<file path="src/wdt_pkg.sv">
package wdt_pkg;
    localparam logic [7:0] OFS_CMD = 8'h00;
    localparam logic [7:0] OFS_DIV = 8'h04;
    localparam logic [7:0] OFS_RLD = 8'h08;
    localparam logic [7:0] OFS_STS = 8'h0c;
    localparam logic [7:0] OFS_LIM = 8'h10;
    localparam logic [15:0] KEY_UNLOCK = 16'h5555;
    localparam logic [15:0] KEY_REFRESH = 16'haaaa;
    localparam logic [15:0] KEY_START = 16'hcccc;
    localparam logic [11:0] CNT_TOP = 12'hfff;
    localparam logic [11:0] CNT_ZERO = 12'h000;
    localparam logic [11:0] LIM_OFF = 12'hfff;
    localparam logic [11:0] RLD_RST = 12'hfff;
    localparam logic [11:0] LIM_RST = 12'hfff;
    localparam logic [2:0] DIV_RST = 3'h0;
    localparam logic [2:0] DIV_CAP = 3'h6;
    localparam logic [7:0] DIV_BASE = 8'h04;
    localparam int STS_DIV = 0;
    localparam int STS_RLD = 1;
    localparam int STS_LIM = 2;
    localparam int CLK_NS = 10;
    localparam int XFER_NS = 40;
    localparam int XFER_CYC = (XFER_NS + CLK_NS - 1) / CLK_NS;
    localparam logic [3:0] XFER_LAST = 4'(XFER_CYC - 1);
endpackage

</file>
<file path="src/independent_watchdog.sv">
`timescale 1ns/1ns
module independent_watchdog
    import wdt_pkg::*;
(
    input wire logic clk_i,
    input wire logic rst_i,
    input wire logic standby_exit_i,
    input wire logic hw_start_i,
    input wire logic cyc_i,
    input wire logic stb_i,
    input wire logic we_i,
    input wire logic [7:0] adr_i,
    input wire logic [3:0] sel_i,
    input wire logic [31:0] dat_i,
    output logic [31:0] dat_o,
    output logic ack_o,
    output logic running_o,
    output logic wdt_reset_o
);
    logic ack_reg, ack_next;
    logic [31:0] rdat_reg, rdat_next;
    logic unlock_reg, unlock_next;
    logic run_reg, run_next;
    logic strap_reg;
    logic [2:0] div_reg, div_next;
    logic [11:0] rld_reg, rld_next;
    logic [11:0] lim_reg, lim_next;
    logic [11:0] cnt_reg, cnt_next;
    logic [7:0] pre_reg, pre_next;
    logic rst_out_reg, rst_out_next;
    logic wr, rd_req, lo_lanes;
    logic [15:0] key;
    logic cmd_unlock, cmd_refresh, cmd_start;
    logic div_wr, rld_wr, lim_wr;
    logic div_busy, rld_busy, lim_busy;
    logic lim_done;
    logic [2:0] div_cur;
    logic [11:0] rld_cur, lim_cur;
    logic [7:0] div_last;
    logic tick, early;

    // Write commits on the edge where ack is seen high
    assign wr = cyc_i & stb_i & we_i & ack_reg;
    assign rd_req = cyc_i & stb_i & ~ack_reg;
    assign lo_lanes = sel_i[0] & sel_i[1];
    assign key = dat_i[15:0];

    assign cmd_unlock = wr && adr_i == OFS_CMD && lo_lanes && key == KEY_UNLOCK;
    assign cmd_refresh = wr && adr_i == OFS_CMD && lo_lanes && key == KEY_REFRESH;
    assign cmd_start = wr && adr_i == OFS_CMD && lo_lanes && key == KEY_START;

    // Protected writes also need the matching update flag clear
    assign div_wr = wr && adr_i == OFS_DIV && sel_i[0] && unlock_reg && !div_busy;
    assign rld_wr = wr && adr_i == OFS_RLD && lo_lanes && unlock_reg && !rld_busy;
    assign lim_wr = wr && adr_i == OFS_LIM && lo_lanes && unlock_reg && !lim_busy;

    xfer_channel #(.W(3), .RST(DIV_RST)) u_div
    (
        .clk_i(clk_i),
        .rst_i(rst_i),
        .load_i(div_wr),
        .data_i(dat_i[2:0]),
        .busy_o(div_busy),
        .done_o(),
        .data_o(div_cur)
    );

    xfer_channel #(.W(12), .RST(RLD_RST)) u_rld
    (
        .clk_i(clk_i),
        .rst_i(rst_i | standby_exit_i),
        .load_i(rld_wr),
        .data_i(dat_i[11:0]),
        .busy_o(rld_busy),
        .done_o(),
        .data_o(rld_cur)
    );

    xfer_channel #(.W(12), .RST(LIM_RST)) u_lim
    (
        .clk_i(clk_i),
        .rst_i(rst_i | standby_exit_i),
        .load_i(lim_wr),
        .data_i(dat_i[11:0]),
        .busy_o(lim_busy),
        .done_o(lim_done),
        .data_o(lim_cur)
    );

    // Divider code to terminal count, code 7 capped like code 6
    always_comb
    begin
        if (div_cur > DIV_CAP)
        begin
            div_last = (DIV_BASE << DIV_CAP) - 8'h01;
        end
        else
        begin
            div_last = (DIV_BASE << div_cur) - 8'h01;
        end
    end

    // At or above, so a smaller divider does not stall the count until wrap
    assign tick = run_reg && pre_reg >= div_last;
    assign early = lim_cur != LIM_OFF && cnt_reg > lim_cur;

    always_comb
    begin
        unlock_next = unlock_reg;
        run_next = run_reg | cmd_start | (strap_reg & hw_start_i);
        div_next = div_reg;
        rld_next = rld_reg;
        lim_next = lim_reg;
        pre_next = run_reg ? pre_reg + 8'h01 : 8'h00;
        cnt_next = cnt_reg;
        rst_out_next = 1'b0;
        if (wr && adr_i == OFS_CMD && lo_lanes)
        begin
            unlock_next = cmd_unlock;
        end
        if (div_wr)
        begin
            div_next = dat_i[2:0];
        end
        if (rld_wr)
        begin
            rld_next = dat_i[11:0];
        end
        if (lim_wr)
        begin
            lim_next = dat_i[11:0];
        end
        if (tick)
        begin
            pre_next = 8'h00;
        end
        if (cmd_refresh && early)
        begin
            rst_out_next = 1'b1;
            cnt_next = rld_cur;
        end
        else if (cmd_refresh || lim_done)
        begin
            cnt_next = rld_cur;
        end
        else if (tick)
        begin
            if (cnt_reg == CNT_ZERO)
            begin
                rst_out_next = 1'b1;
                cnt_next = CNT_TOP;
            end
            else
            begin
                cnt_next = cnt_reg - 12'h001;
            end
        end
        if (standby_exit_i)
        begin
            unlock_next = 1'b0;
            rld_next = RLD_RST;
            lim_next = LIM_RST;
        end
    end

    always_ff @(posedge clk_i)
    begin
        if (rst_i)
        begin
            unlock_reg <= 1'b0;
            run_reg <= 1'b0;
            strap_reg <= 1'b1;
            div_reg <= DIV_RST;
            rld_reg <= RLD_RST;
            lim_reg <= LIM_RST;
            cnt_reg <= CNT_TOP;
            pre_reg <= 8'h00;
            rst_out_reg <= 1'b0;
        end
        else
        begin
            unlock_reg <= unlock_next;
            run_reg <= run_next;
            strap_reg <= 1'b0;
            div_reg <= div_next;
            rld_reg <= rld_next;
            lim_reg <= lim_next;
            cnt_reg <= cnt_next;
            pre_reg <= pre_next;
            rst_out_reg <= rst_out_next;
        end
    end

    // Read data is sampled at request; unmapped reads give zero
    always_comb
    begin
        ack_next = rd_req;
        rdat_next = rdat_reg;
        if (rd_req)
        begin
            rdat_next = 32'h0000_0000;
            case (adr_i)
                OFS_CMD: rdat_next = 32'h0000_0000;
                OFS_DIV: rdat_next[2:0] = div_reg;
                OFS_RLD: rdat_next[11:0] = rld_reg;
                OFS_STS:
                begin
                    rdat_next[STS_DIV] = div_busy;
                    rdat_next[STS_RLD] = rld_busy;
                    rdat_next[STS_LIM] = lim_busy;
                end
                OFS_LIM: rdat_next[11:0] = lim_cur;
                default: rdat_next = 32'h0000_0000;
            endcase
        end
    end

    always_ff @(posedge clk_i)
    begin
        if (rst_i)
        begin
            ack_reg <= 1'b0;
            rdat_reg <= 32'h0000_0000;
        end
        else
        begin
            ack_reg <= ack_next;
            rdat_reg <= rdat_next;
        end
    end

    assign ack_o = ack_reg;
    assign dat_o = rdat_reg;
    assign running_o = run_reg;
    assign wdt_reset_o = rst_out_reg;
endmodule

</file>
<file path="src/xfer_channel.sv">
`timescale 1ns/1ns
module xfer_channel
    import wdt_pkg::*;
#(
    parameter int W = 12,
    parameter logic [W-1:0] RST = '0
)
(
    input wire logic clk_i,
    input wire logic rst_i,
    input wire logic load_i,
    input wire logic [W-1:0] data_i,
    output logic busy_o,
    output logic done_o,
    output logic [W-1:0] data_o
);
    logic busy_reg, busy_next;
    logic done_reg, done_next;
    logic [3:0] cnt_reg, cnt_next;
    logic [W-1:0] hold_reg, hold_next;
    logic [W-1:0] out_reg, out_next;

    // Value crosses after a fixed delay, like a slow-domain handover
    always_comb
    begin
        busy_next = busy_reg;
        done_next = 1'b0;
        cnt_next = cnt_reg;
        hold_next = hold_reg;
        out_next = out_reg;
        if (load_i)
        begin
            busy_next = 1'b1;
            cnt_next = XFER_LAST;
            hold_next = data_i;
        end
        else if (busy_reg)
        begin
            if (cnt_reg == 4'h0)
            begin
                busy_next = 1'b0;
                done_next = 1'b1;
                out_next = hold_reg;
            end
            else
            begin
                cnt_next = cnt_reg - 4'h1;
            end
        end
    end

    always_ff @(posedge clk_i)
    begin
        if (rst_i)
        begin
            busy_reg <= 1'b0;
            done_reg <= 1'b0;
            cnt_reg <= 4'h0;
            hold_reg <= RST;
            out_reg <= RST;
        end
        else
        begin
            busy_reg <= busy_next;
            done_reg <= done_next;
            cnt_reg <= cnt_next;
            hold_reg <= hold_next;
            out_reg <= out_next;
        end
    end

    assign busy_o = busy_reg;
    assign done_o = done_reg;
    assign data_o = out_reg;
endmodule

</file>
<file path="config.mk">
export PLATFORM = sky130hd
export DESIGN_NAME = independent_watchdog
export DESIGN_NICKNAME = d
export VERILOG_FILES = /design/src/wdt_pkg.sv /design/src/independent_watchdog.sv /design/src/xfer_channel.sv
export SDC_FILE = /design/constraint.sdc
export NUM_CORES = 1
export LEC_CHECK = 0
export ABC_AREA = 1
export ABC_CLOCK_PERIOD_IN_PS = 2060
export BUFFER_PORTS_ARGS = -buffer_cell sky130_fd_sc_hd__buf_2
export CAP_MARGIN = 20
export CORE_UTILIZATION = 40
export CTS_BUF_LIST = sky130_fd_sc_hd__clkbuf_8
export DETAILED_ROUTE_END_ITERATION = 10
export SETUP_SLACK_MARGIN = 0.4
export SYNTH_ARGS = -nofsm -noshare
export SYNTH_HDL_FRONTEND = slang
export SYNTH_SLANG_ARGS = --single-unit
</file>
<file path="constraint.sdc">
create_clock -name clk_i -period 2.06 [get_ports clk_i]
set_input_delay 0.515 -clock clk_i [delete_from_list [all_inputs] [get_ports clk_i]]
set_output_delay 0.515 -clock clk_i [all_outputs]
set_load 0.02 [all_outputs]
</file>
# [Yosys cells after proc, flatten, opt, wreduce, memory -nomap -nowiden]
# Index checks and enable logic that the tools add are counted.
[word_totals] ff_bits=119 out_inout_bits=35 wordCells=143
[classes] n_addsub=6 order_cmp=3 n_eq_ne=11 shifts=1 mux=31 bitwise_logic=18 n_reduce_logical=48
[op_table] operator="$mux W12" count=4
[op_table] operator="$eq A16 B16 Y1 const B" count=2
[op_table] operator="$logic_and A1 B1 Y1" count=20
[op_table] operator="$mux W2" count=9
[op_table] operator="$pmux W9 S2" count=1
[op_table] operator="$eq A16 B15 Y1 const B" count=1
[op_table] operator="$eq A8 B4 Y1 const B" count=2
[op_table] operator="$mux W1" count=15
[op_table] operator="$gt A12 B12 Y1" count=1
[op_table] operator="$logic_not A12 Y1" count=1
[op_table] operator="$logic_not A4 Y1" count=3
[op_table] operator="$ne A12 B12 Y1 const B" count=1
[op_table] operator="$pmux W3 S4" count=1
[op_table] operator="$reduce_and A2 Y1" count=6
[op_table] operator="$sub A12 B1 Y12 const B" count=1
[op_table] operator="$sub A4 B1 Y4 const B" count=3
[op_table] operator="$not A1 Y1" count=9
[op_table] operator="$reduce_and A3 Y1" count=3
[op_table] operator="$add A8 B1 Y8 const B" count=1
[op_table] operator="$eq A8 B3 Y1 const B" count=1
[op_table] operator="$eq A8 B5 Y1 const B" count=1
[op_table] operator="$ge A8 B8 Y1" count=1
[op_table] operator="$logic_not A8 Y1" count=1
[op_table] operator="$mux W8" count=1
[op_table] operator="12 further kinds" count=29

# [Depth between registers and ports, before layout]
# Gate-level depths: netlist of run 1.
[depth] depth_word=9 ltp_mapped=13

# [Hierarchy]
# From an unflattened synthesis of run 1, not the netlist that was laid out.
[unflattened] hier_cells=945 area_unflattened_um2=6542.5
[modules_own_cells] mod="independent_watchdog" n_inst=1 cells_each=578 area_each_um2=3623.5
[modules_own_cells] mod="xfer_channel (u_lim ...)" n_inst=2 cells_each=147 area_each_um2=1194.9
[modules_own_cells] mod="xfer_channel (u_div)" n_inst=1 cells_each=73 area_each_um2=529.3

# [Worst setup path before layout of run 1]
# No wires, ideal clock.
[synth_timing] path_kind="reg2reg" start="register u_div.out_reg[2] (netlist: u_div.data_o[2])" end="register cnt_reg[1]" setup_time_ns=0.133 arrival_ns=1.509 path_slack_ns=0.419 stages_incl_launch_ff=12 period_less_slack_ns=1.641 path_cell_list="dfxtp_1 > o21ai_0 > ha_1 > nand2_1 > inv_1 > a21oi_1 > nand2_1 > nand2_1 > nand3_1 > buf_2 > nand3_1 > nand3_1"
[synth_between] elab_chain_len=6 word_cells_on_any_way=7 classes_between="add/sub (1); order compare (2); shift (1); mux (1); reduce/logical (2)"
[synth_lines] element="start: declaration" line_no="xfer_channel.sv:21" rtl="logic [W-1:0] out_reg, out_next;"
[synth_lines] element="start signal: assignment" line_no="xfer_channel.sv:68" rtl="out_reg <= out_next;"
[synth_lines] element="$shl A3 B3 Y8" line_no="independent_watchdog.sv:99" rtl="div_last = (DIV_BASE << div_cur) - 8'h01;"
[synth_lines] element="$sub A8 B1 Y8" line_no="independent_watchdog.sv:99"
[synth_lines] element="$mux W8 (*)" line_no="independent_watchdog.sv:93" rtl="if (div_cur > DIV_CAP)"
[synth_lines] element="$ge A8 B8 Y1 (*)" line_no="independent_watchdog.sv:104" rtl="assign tick = run_reg && pre_reg >= div_last;"
[synth_lines] element="$logic_and A1 B1 Y1 (*)" line_no="independent_watchdog.sv:104"
[synth_lines] element="$reduce_bool A3 Y1 (no source line) (*)"
[synth_lines] element="end signal: assignment" line_no="independent_watchdog.sv:188" rtl="cnt_reg <= cnt_next;"
[synth_lines] element="end: declaration" line_no="independent_watchdog.sv:28" rtl="logic [11:0] cnt_reg, cnt_next;"
# Mark *: on every way between the ends. The rest lies on a longest branch, timed or not.
# A chain may end at the register's enable or synchronous reset.

# [Worst setup path after layout of run 1]
[layout_timing] start="register u_div.out_reg[1] (netlist: u_div.data_o[1])" end="register cnt_reg[1]"
# The elaborated chain is that of the path after synthesis.

==> metrics, run 1 <==
number of sinks on the clock net 107; residual antenna-violating net count after detailed routing 0; detail-routed net length per standard cell 12.9 um; number of synthesized register bits 107; clock-pin transition on the worst setup and hold timing paths 0.11 ns; cell leakage power 3.38 nW; final standard cell utilization of the core 48.3%; Worst R2R Path Depth 11; largest family of logic cells by synthesized area simple AND/OR/NAND/NOR gates; Residual DRC 0; count of port buffers added during placement 47; status finished, final reports clean; placeable core region 13500 um2; RR Startpoint u_div.data_o[1]; portion of netlist area occupied by mux cells 0%; slowest cell delay on critical path 0.39 ns; part of the Yosys area used for sequential elements 38.3%; simple-gate area share of the yosys netlist 29.1%; maximum buffer depth of the clock tree 2; Adder-Cell Fraction of Synth Area 5.82%; placed insts 1024; iteration-0 DRC count of the detailed router 212; Synth Instances 798; overall overflow remaining after global route 0; wirelength, routed 13500 um; Synth Cell Area 5590 um2; category of the critical setup timing path reg -> reg; clock latency on the worst-skew pair 0.41 ns; overall die area 14500 um2; share of layout cells above drive strength 1 15.1%; total number of cells along the worst setup path 11; endpoint arrival time on the critical path 1.99 ns; setup repair after global routing missed its margin true; distinct cell type count after synthesis 31; final period utilization 82.8%; Avg Cell Area, Syn 7.01 um2; floorplan die width 120 um; post-synthesis share of cell area spent on xor and xnor gates 2.04%; largest net degree at the start of global routing 29; count of TritonRoute iterations in the first routing pass 5; max_slew headroom 64.4%; worst hold path endpoint unlock_reg; CTS tree built; Setup Skew 0.0165 ns; worst voltage drop across the vdd grid 0.486 mV; HPWL after detailed placement 9940 um; I/O Pins 86; Overall Global Routing Usage 19.6%; number of max-cap violations 0; Synth Area in Compound Gates 12.5%; highest achievable clock rate 0.587 GHz; total number of placement rows 42; number of pins with negative max-slew slack in the final report 0; WP data required 2.35 ns; number of antenna violations at the first check in global routing 0; CP max FO 6; final std cells w/o fill 1044; via count of the first global-routing pass 4554; Final Hold Fails 0; register-to-register path setup slack 0.36 ns; worst hold path type in -> reg; type of origin of the critical path flop; endpoint of the worst register-to-register path cnt_reg[1]; ratio of total power to cell area 585 nW/um2; Synthesis Warnings 0; via total after detailed routing 5037; number of buffers added by the clock tree synthesis step 9; aggregate negative setup slack 0 ns; Layout area overhead 16.2%; Hold Crit Start dat_i[15]; buffer cell driving the clock tree root sky130_fd_sc_hd__clkbuf_8; global-route wire length before repair 22300 um; H-Tree Level Count 3; dominant delay contributor by cell family on the critical path simple AND/OR/NAND/NOR gates; number of hold buffers added after cts 0; crit-path cells nor2_2 > ha_4 > a21oi_2 > nand2_1 > nand2_1 > nand2_2 > nand2_4 > nand3_4 > buf_6 > nand3_1 > nand3_1; number of vias per cell after detailed routing 4.82; weighted congestion at the end of routability-driven global placement 0.828; measured slew at the worst slew-check pin 0.533 ns; Die Ht 120 um; total inserted antenna cells 0; total power of the final layout 3.80 mW; Critical Path Slowest Stage Cell sky130_fd_sc_hd__dfxtp_4; endpoint type of the worst setup path flop; buffers and inverters on the worst path 1; Net count, final 940; Worst Hold Depth 4; Finish-stage setup viols 0; Tmin final 1.70 ns; initial core utilization 41.6%
==> synthesized netlist by cell type <==
library cell / count / area, um2
sky130_fd_sc_hd__or2_2: 1 / 6.26
sky130_fd_sc_hd__a31oi_1: 1 / 6.26
sky130_fd_sc_hd__nand3b_1: 3 / 22.5
sky130_fd_sc_hd__buf_4: 21 / 158
sky130_fd_sc_hd__nand3_1: 51 / 255
sky130_fd_sc_hd__ha_1: 26 / 325
sky130_fd_sc_hd__o21a_1: 1 / 7.51
sky130_fd_sc_hd__xnor2_1: 3 / 26.3
sky130_fd_sc_hd__clkbuf_1: 16 / 60.1
sky130_fd_sc_hd__nand3_2: 3 / 30.0
sky130_fd_sc_hd__nor3_4: 1 / 16.3
sky130_fd_sc_hd__nand2_2: 1 / 6.26
sky130_fd_sc_hd__dfxtp_1: 107 / 2140
sky130_fd_sc_hd__nor2_1: 92 / 345
sky130_fd_sc_hd__buf_2: 7 / 35.0
sky130_fd_sc_hd__nor3_1: 11 / 55.1
sky130_fd_sc_hd__nor3b_1: 1 / 7.51
sky130_fd_sc_hd__buf_6: 2 / 22.5
sky130_fd_sc_hd__xor2_1: 10 / 87.6
sky130_fd_sc_hd__clkinv_1: 10 / 37.5
sky130_fd_sc_hd__o211ai_1: 45 / 338
sky130_fd_sc_hd__nor3_2: 2 / 20.0
sky130_fd_sc_hd__a21oi_1: 29 / 145
sky130_fd_sc_hd__a21o_1: 1 / 7.51
sky130_fd_sc_hd__inv_1: 97 / 364
sky130_fd_sc_hd__nand4_1: 16 / 100
sky130_fd_sc_hd__o22ai_1: 9 / 56.3
sky130_fd_sc_hd__o21ai_0: 28 / 140
sky130_fd_sc_hd__nor4_1: 3 / 18.8
sky130_fd_sc_hd__nand2_1: 199 / 747
sky130_fd_sc_hd__conb_1: 1 / 3.75
==> cells in the final DEF (no fill, tap or decap), types with 2 or more instances in the layout <==
| cell | n |
|---|---|
| sky130_fd_sc_hd__nor2_1 | 85 |
| sky130_fd_sc_hd__clkinv_8 | 2 |
| sky130_fd_sc_hd__xnor2_1 | 3 |
| sky130_fd_sc_hd__nor2_2 | 6 |
| sky130_fd_sc_hd__o22ai_1 | 9 |
| sky130_fd_sc_hd__buf_2 | 47 |
| sky130_fd_sc_hd__conb_1 | 20 |
| sky130_fd_sc_hd__nand2_1 | 195 |
| sky130_fd_sc_hd__nor3_1 | 10 |
| sky130_fd_sc_hd__ha_1 | 23 |
| sky130_fd_sc_hd__o21ai_0 | 27 |
| sky130_fd_sc_hd__a21oi_1 | 26 |
| sky130_fd_sc_hd__nand2_2 | 3 |
| sky130_fd_sc_hd__o211ai_1 | 45 |
| sky130_fd_sc_hd__nand2_4 | 2 |
| sky130_fd_sc_hd__nor3_2 | 3 |
| sky130_fd_sc_hd__clkbuf_8 | 10 |
| sky130_fd_sc_hd__dfxtp_4 | 2 |
| sky130_fd_sc_hd__nand3b_1 | 3 |
| sky130_fd_sc_hd__nand3_1 | 49 |
| sky130_fd_sc_hd__dfxtp_1 | 104 |
| sky130_fd_sc_hd__nor4_1 | 3 |
| sky130_fd_sc_hd__ha_4 | 3 |
| sky130_fd_sc_hd__buf_6 | 4 |
| sky130_fd_sc_hd__xor2_1 | 10 |
| sky130_fd_sc_hd__nand4_1 | 16 |
| sky130_fd_sc_hd__buf_12 | 2 |
| sky130_fd_sc_hd__nand3_2 | 4 |
| sky130_fd_sc_hd__inv_1 | 95 |
| sky130_fd_sc_hd__inv_8 | 2 |
| sky130_fd_sc_hd__clkinv_1 | 10 |
| sky130_fd_sc_hd__a21oi_2 | 3 |
| sky130_fd_sc_hd__inv_2 | 2 |
| sky130_fd_sc_hd__buf_4 | 28 |
==> where the power goes <==
| group | internal [mW] | switching (mW) | leakage (nW) |
|---|---|---|---|
| Clock | 0.635 | 0.828 | 0.116 |
| Combinational | 0.0760 | 0.170 | 2.39 |
| Sequential | 2.08 | 0.00916 | 0.869 |
| Total | 2.79 | 1.01 | 3.38 |
==> metrics by stage <==
stage	setup slack (ns)	instance area [um2]	hold WS [ns]
finish	0.355	6500	0.417
global route	0.229	6500	0.422
CTS	0.390	6420	0.406
detailed placement	0.161	6100	0.438
global placement	0.159	6100	0.432
floorplan	0.419	5660	0.418
==> worst reg2reg max path, stage by stage (launching register included) <==
cell,delay (ns)
sky130_fd_sc_hd__dfxtp_4,0.39
sky130_fd_sc_hd__nor2_2,0.17
sky130_fd_sc_hd__ha_4,0.22
sky130_fd_sc_hd__a21oi_2,0.10
sky130_fd_sc_hd__nand2_1,0.07
sky130_fd_sc_hd__nand2_1,0.09
sky130_fd_sc_hd__nand2_2,0.07
sky130_fd_sc_hd__nand2_4,0.11
sky130_fd_sc_hd__nand3_4,0.09
sky130_fd_sc_hd__buf_6,0.16
sky130_fd_sc_hd__nand3_1,0.07
sky130_fd_sc_hd__nand3_1,0.06
==> what timing repair did <==
action | CTS | global route
pin swaps | 8 | 9
gates resized for setup | 18 | 18
gates cloned | 0 | 1
setup endpoints to repair | 21 | 31
buffers inserted | 2 | 1
==> cell type report <==
cell class / instances / area (um2)
well taps: 176 / 220
multi-input cells: 557 / 2960
inverters: 107 / 402
repair buffers: 81 / 531
fillers: 1422 / 6960
clock inverters: 6 / 93.8
clock buffers: 10 / 138
flip-flops and latches: 107 / 2150
==> metal layers <==
layer  vias up  global-route usage, %  wire length (um)  part of all wire, %
met5         -                      0                 0                    0
met4         0                   4.55               135                  1.0
met3         9                   4.86               570                  4.2
met2        80                   30.9              6070                   45
met1      2271                   26.9              6700                   50
li1       2677                      -                 -                    -
==> kinds of logic after synthesis <==
logic type / Yosys count
simple gates: 384
buf+inv: 153
compound gates: 114
flops: 107
fa+ha+maj: 26
xor+xnor: 13
other cells: 1
==> how the worst max path moves through the flow <==
stage	from	to	slack [ns]
after global placement	dat_i[8]	wdt_reset_o	0.16
after global routing	u_div.data_o[1]	cnt_reg[3]	0.23
after floorplan	u_div.data_o[2]	cnt_reg[1]	0.42
after CTS	u_div.data_o[1]	cnt_reg[1]	0.39
final	u_div.data_o[1]	cnt_reg[1]	0.36
after detailed placement	u_div.data_o[2]	pre_reg[4]	0.16
No activity file was read; power rests on OpenSTA's default activity.
==> run 2, diff against run 1 <==
Settings changed: ABC_CLOCK_PERIOD_IN_PS 2060 to 1500.
Clock period 2.06 ns to 1.5 ns, I/O delays scaled along.
==> run 2 against run 1 <==
Effect of this change: the run now ends with setup timing left; global-route usage is 3.0 points higher; combinational power increased by 110%; clock power up 26%; final cell count grew 8.0%; worst setup slack got worse by 0.56 ns; largest power group unchanged.
==> metrics, run 2 (synthesis results as in run 1) <==
status finished with violations; violated checks setup timing; Crit path top cell by count sky130_fd_sc_hd__nand2_1; highest achievable clock rate 0.588 GHz (+0.26%); worst hold path type in -> reg; Setup WS post-layout -0.200 ns (-0.556 ns); total inserted antenna cells 0 (unchanged); setup repair after global routing missed its margin true; wire length on met3 590 um (+3.5%); Gate power share 9.7% (+3.2 points); number of vias per cell after detailed routing 5.03 (+4.3%); iteration-0 DRC count of the detailed router 321 (+51%); floorplan die width 120 um (unchanged); number of fillers in the final layout 1195 (-16%); RR Startpoint u_div.data_o[1]; placeable core region 13500 um2 (unchanged); ratio of total power to cell area 644 nW/um2 (+10%); sequential cell area 2190 um2 (+1.7%); final standard cell utilization of the core 60.2% (+12 points); register-to-register path setup slack -0.20 ns (-0.56 ns); global-route wire length before repair 25800 um (+16%); clock-pin transition on the worst setup and hold timing paths 0.11 ns (about the same); Die Ht 120 um (unchanged); Layout area overhead 44.8%; CTS tree built; crit-path cells nor2_2 > ha_1 > a21oi_1 > nand2_1 > nand2_1 > nand2_2 > nand2_4 > buf_12 > nand4_1 > nand2_1 > clkinv_1 > nand2_1; Top Metal Used met4; Final Hold Fails 0 (unchanged); top library cells by usage in the layout, fill and taps aside sky130_fd_sc_hd__nand2_1, sky130_fd_sc_hd__inv_1, sky130_fd_sc_hd__dfxtp_1; Metal-1 WL 6980 um (+4.1%); category of the critical setup timing path reg -> reg; residual antenna-violating net count after detailed routing 0 (unchanged); Critical Path Slowest Stage Cell sky130_fd_sc_hd__dfxtp_4; number of hold buffers added after cts 0 (unchanged); H-Tree Level Count 3 (unchanged); pre-CTS WS -0.342 ns (-0.504 ns); Net count, final 1023 (+8.8%); cell leakage power 3.93 nW (+16%); internal portion of total power 3.77 mW (+35%); Residual DRC 0 (unchanged); Overall Global Routing Usage 22.5% (+3.0 points); count of TritonRoute iterations in the first routing pass 5 (unchanged); detail-routed net length per standard cell 14.0 um (+8.6%); HPWL after detailed placement 11100 um (+12%); slowest cell delay on critical path 0.41 ns (+0.02 ns); overall die area 14500 um2 (unchanged); weighted congestion at the end of routability-driven global placement 0.864 (+4.4%); WP data required 1.84 ns (-0.51 ns); proportion of total power due to net switching 27.7% (+1.2 points); Worst Hold Depth 3 (-1); Worst R2R Path Depth 12 (+1); total power of the final layout 5.22 mW (+37%); Seq pwr share 55.1% (about the same); share of layout cells above drive strength 1 38.5% (+23 points); fraction of power consumed by the clock network 35.2% (-3.3 points); via total after detailed routing 5670 (+13%); number of sinks on the clock net 107 (unchanged); Hold Crit Start hw_start_i; type of origin of the critical path flop; number of buffers added by the clock tree synthesis step 9 (unchanged); buffer cell driving the clock tree root sky130_fd_sc_hd__clkbuf_8; number of max-cap violations 0 (unchanged); met2 WL post-DR 8000 um (+32%); via count of the first global-routing pass 5501 (+21%); total area of multi-input combinational cells 3530 um2 (+19%); Tmin final 1.70 ns (-0.00450 ns); initial core utilization 41.6% (unchanged); worst hold path endpoint running_o; total number of placement rows 42 (unchanged); largest net degree at the start of global routing 38 (+31%); maximum buffer depth of the clock tree 2 (unchanged); most common library cell in the layout ignoring fill and taps sky130_fd_sc_hd__nand2_1; Finish-stage setup viols 55 (+55); count of port buffers added during placement 47 (unchanged); wirelength, routed 15800 um (+17%); clock latency on the worst-skew pair 0.40 ns (about the same); number of pins with negative max-slew slack in the final report 0 (unchanged); dominant delay contributor by cell family on the critical path simple AND/OR/NAND/NOR gates; worst voltage drop across the vdd grid 0.839 mV (+73%); CP max FO 9 (+3); buffers and inverters on the worst path 2 (+1); number of antenna violations at the first check in global routing 0 (unchanged); final period utilization 113% (+31 points); overall overflow remaining after global route 0 (unchanged); Switching Power 1.45 mW (+44%); Critical Path Start u_div.data_o[1]; endpoint type of the worst setup path flop; I/O Pins 86 (unchanged); endpoint arrival time on the critical path 2.04 ns (+0.05 ns); endpoint of the worst register-to-register path cnt_reg[6]; Setup Skew 0.0159 ns (-0.000623 ns)
## run 2: cell count changes in the layout (fill, tap and decap cells not counted), sizes merged
cell / change
buf: +78
clkinvlp: +3
clkbuf: +2
clkinv: +2
bufinv: -1
inv: -1
## run 2: metrics by stage
stage / hold WS, ns / area, um2 / std cells / setup TNS [ns]
global placement: 0.431 / 6800 / 1076 / -5.68
finish: 0.251 / 8100 / 1127 / -4.55
floorplan: 0.403 / 5990 / 817 / -0.0197
CTS: 0.246 / 7780 / 1114 / -2.11
detailed placement: 0.443 / 6800 / 1076 / -8.22
global route: 0.266 / 8100 / 1127 / -10.35
## run 2: worst max-delay path by stage
stage | cells after the start | slack [ns] | end
floorplan | 12 | -0.009 | cnt_reg[10]
global placement | 9 | -0.21 | pre_reg[4]
detailed placement | 9 | -0.34 | pre_reg[4]
CTS | 12 | -0.17 | cnt_reg[6]
global route | 11 | -0.33 | wdt_reset_o
finish | 12 | -0.20 | cnt_reg[6]
## run 2: area by class of cell
class / count / share of cell area (%)
clock buffers: 10 / 1.70
clock inverters: 6 / 0.850
inverters: 107 / 5.28
multi-input cells: 557 / 43.6
flip-flops and latches: 107 / 27.0
well taps: 176 / 2.72
repair buffers: 161 / 18.3
repair inverters: 3 / 0.494
## run 2: worst reg2reg max path, delay by kind of cell, from the launching register on
family	cells	cell delay (ns)
DFF	1	0.41
adders and majority gates	1	0.28
AOI/OAI and AO/OA	1	0.14
and+or+nand+nor	8	0.61
buffers and inverters	2	0.20
## run 2: power groups by stage
stage	clock network (mW)	registers, mW	logic (mW)
after detailed placement	0	2.94	0.409
after global placement	0	2.94	0.400
after floorplan	0	2.96	0.232
after global routing	2.00	2.88	0.550
after CTS	1.87	2.87	0.478
final	1.84	2.87	0.507
## run 2: routing by layer
layer | GRT usage [%] | vias to the layer above
met3 | 4.53 | 20
met5 | 0 | -
met1 | 27.8 | 2665
met4 | 5.94 | 0
li1 | - | 2856
met2 | 39.8 | 129
## run 2: timing repair
| action | 4_1_cts | 5_1_grt |
|---|---|---|
| gates resized for setup | 180 | 48 |
| gates cloned | 4 | 5 |
| setup endpoints to repair | 109 | 121 |
| buffers inserted | 18 | 8 |
| pin swaps | 57 | 29 |
| endpoints found under the hold margin | 0 | 0 |
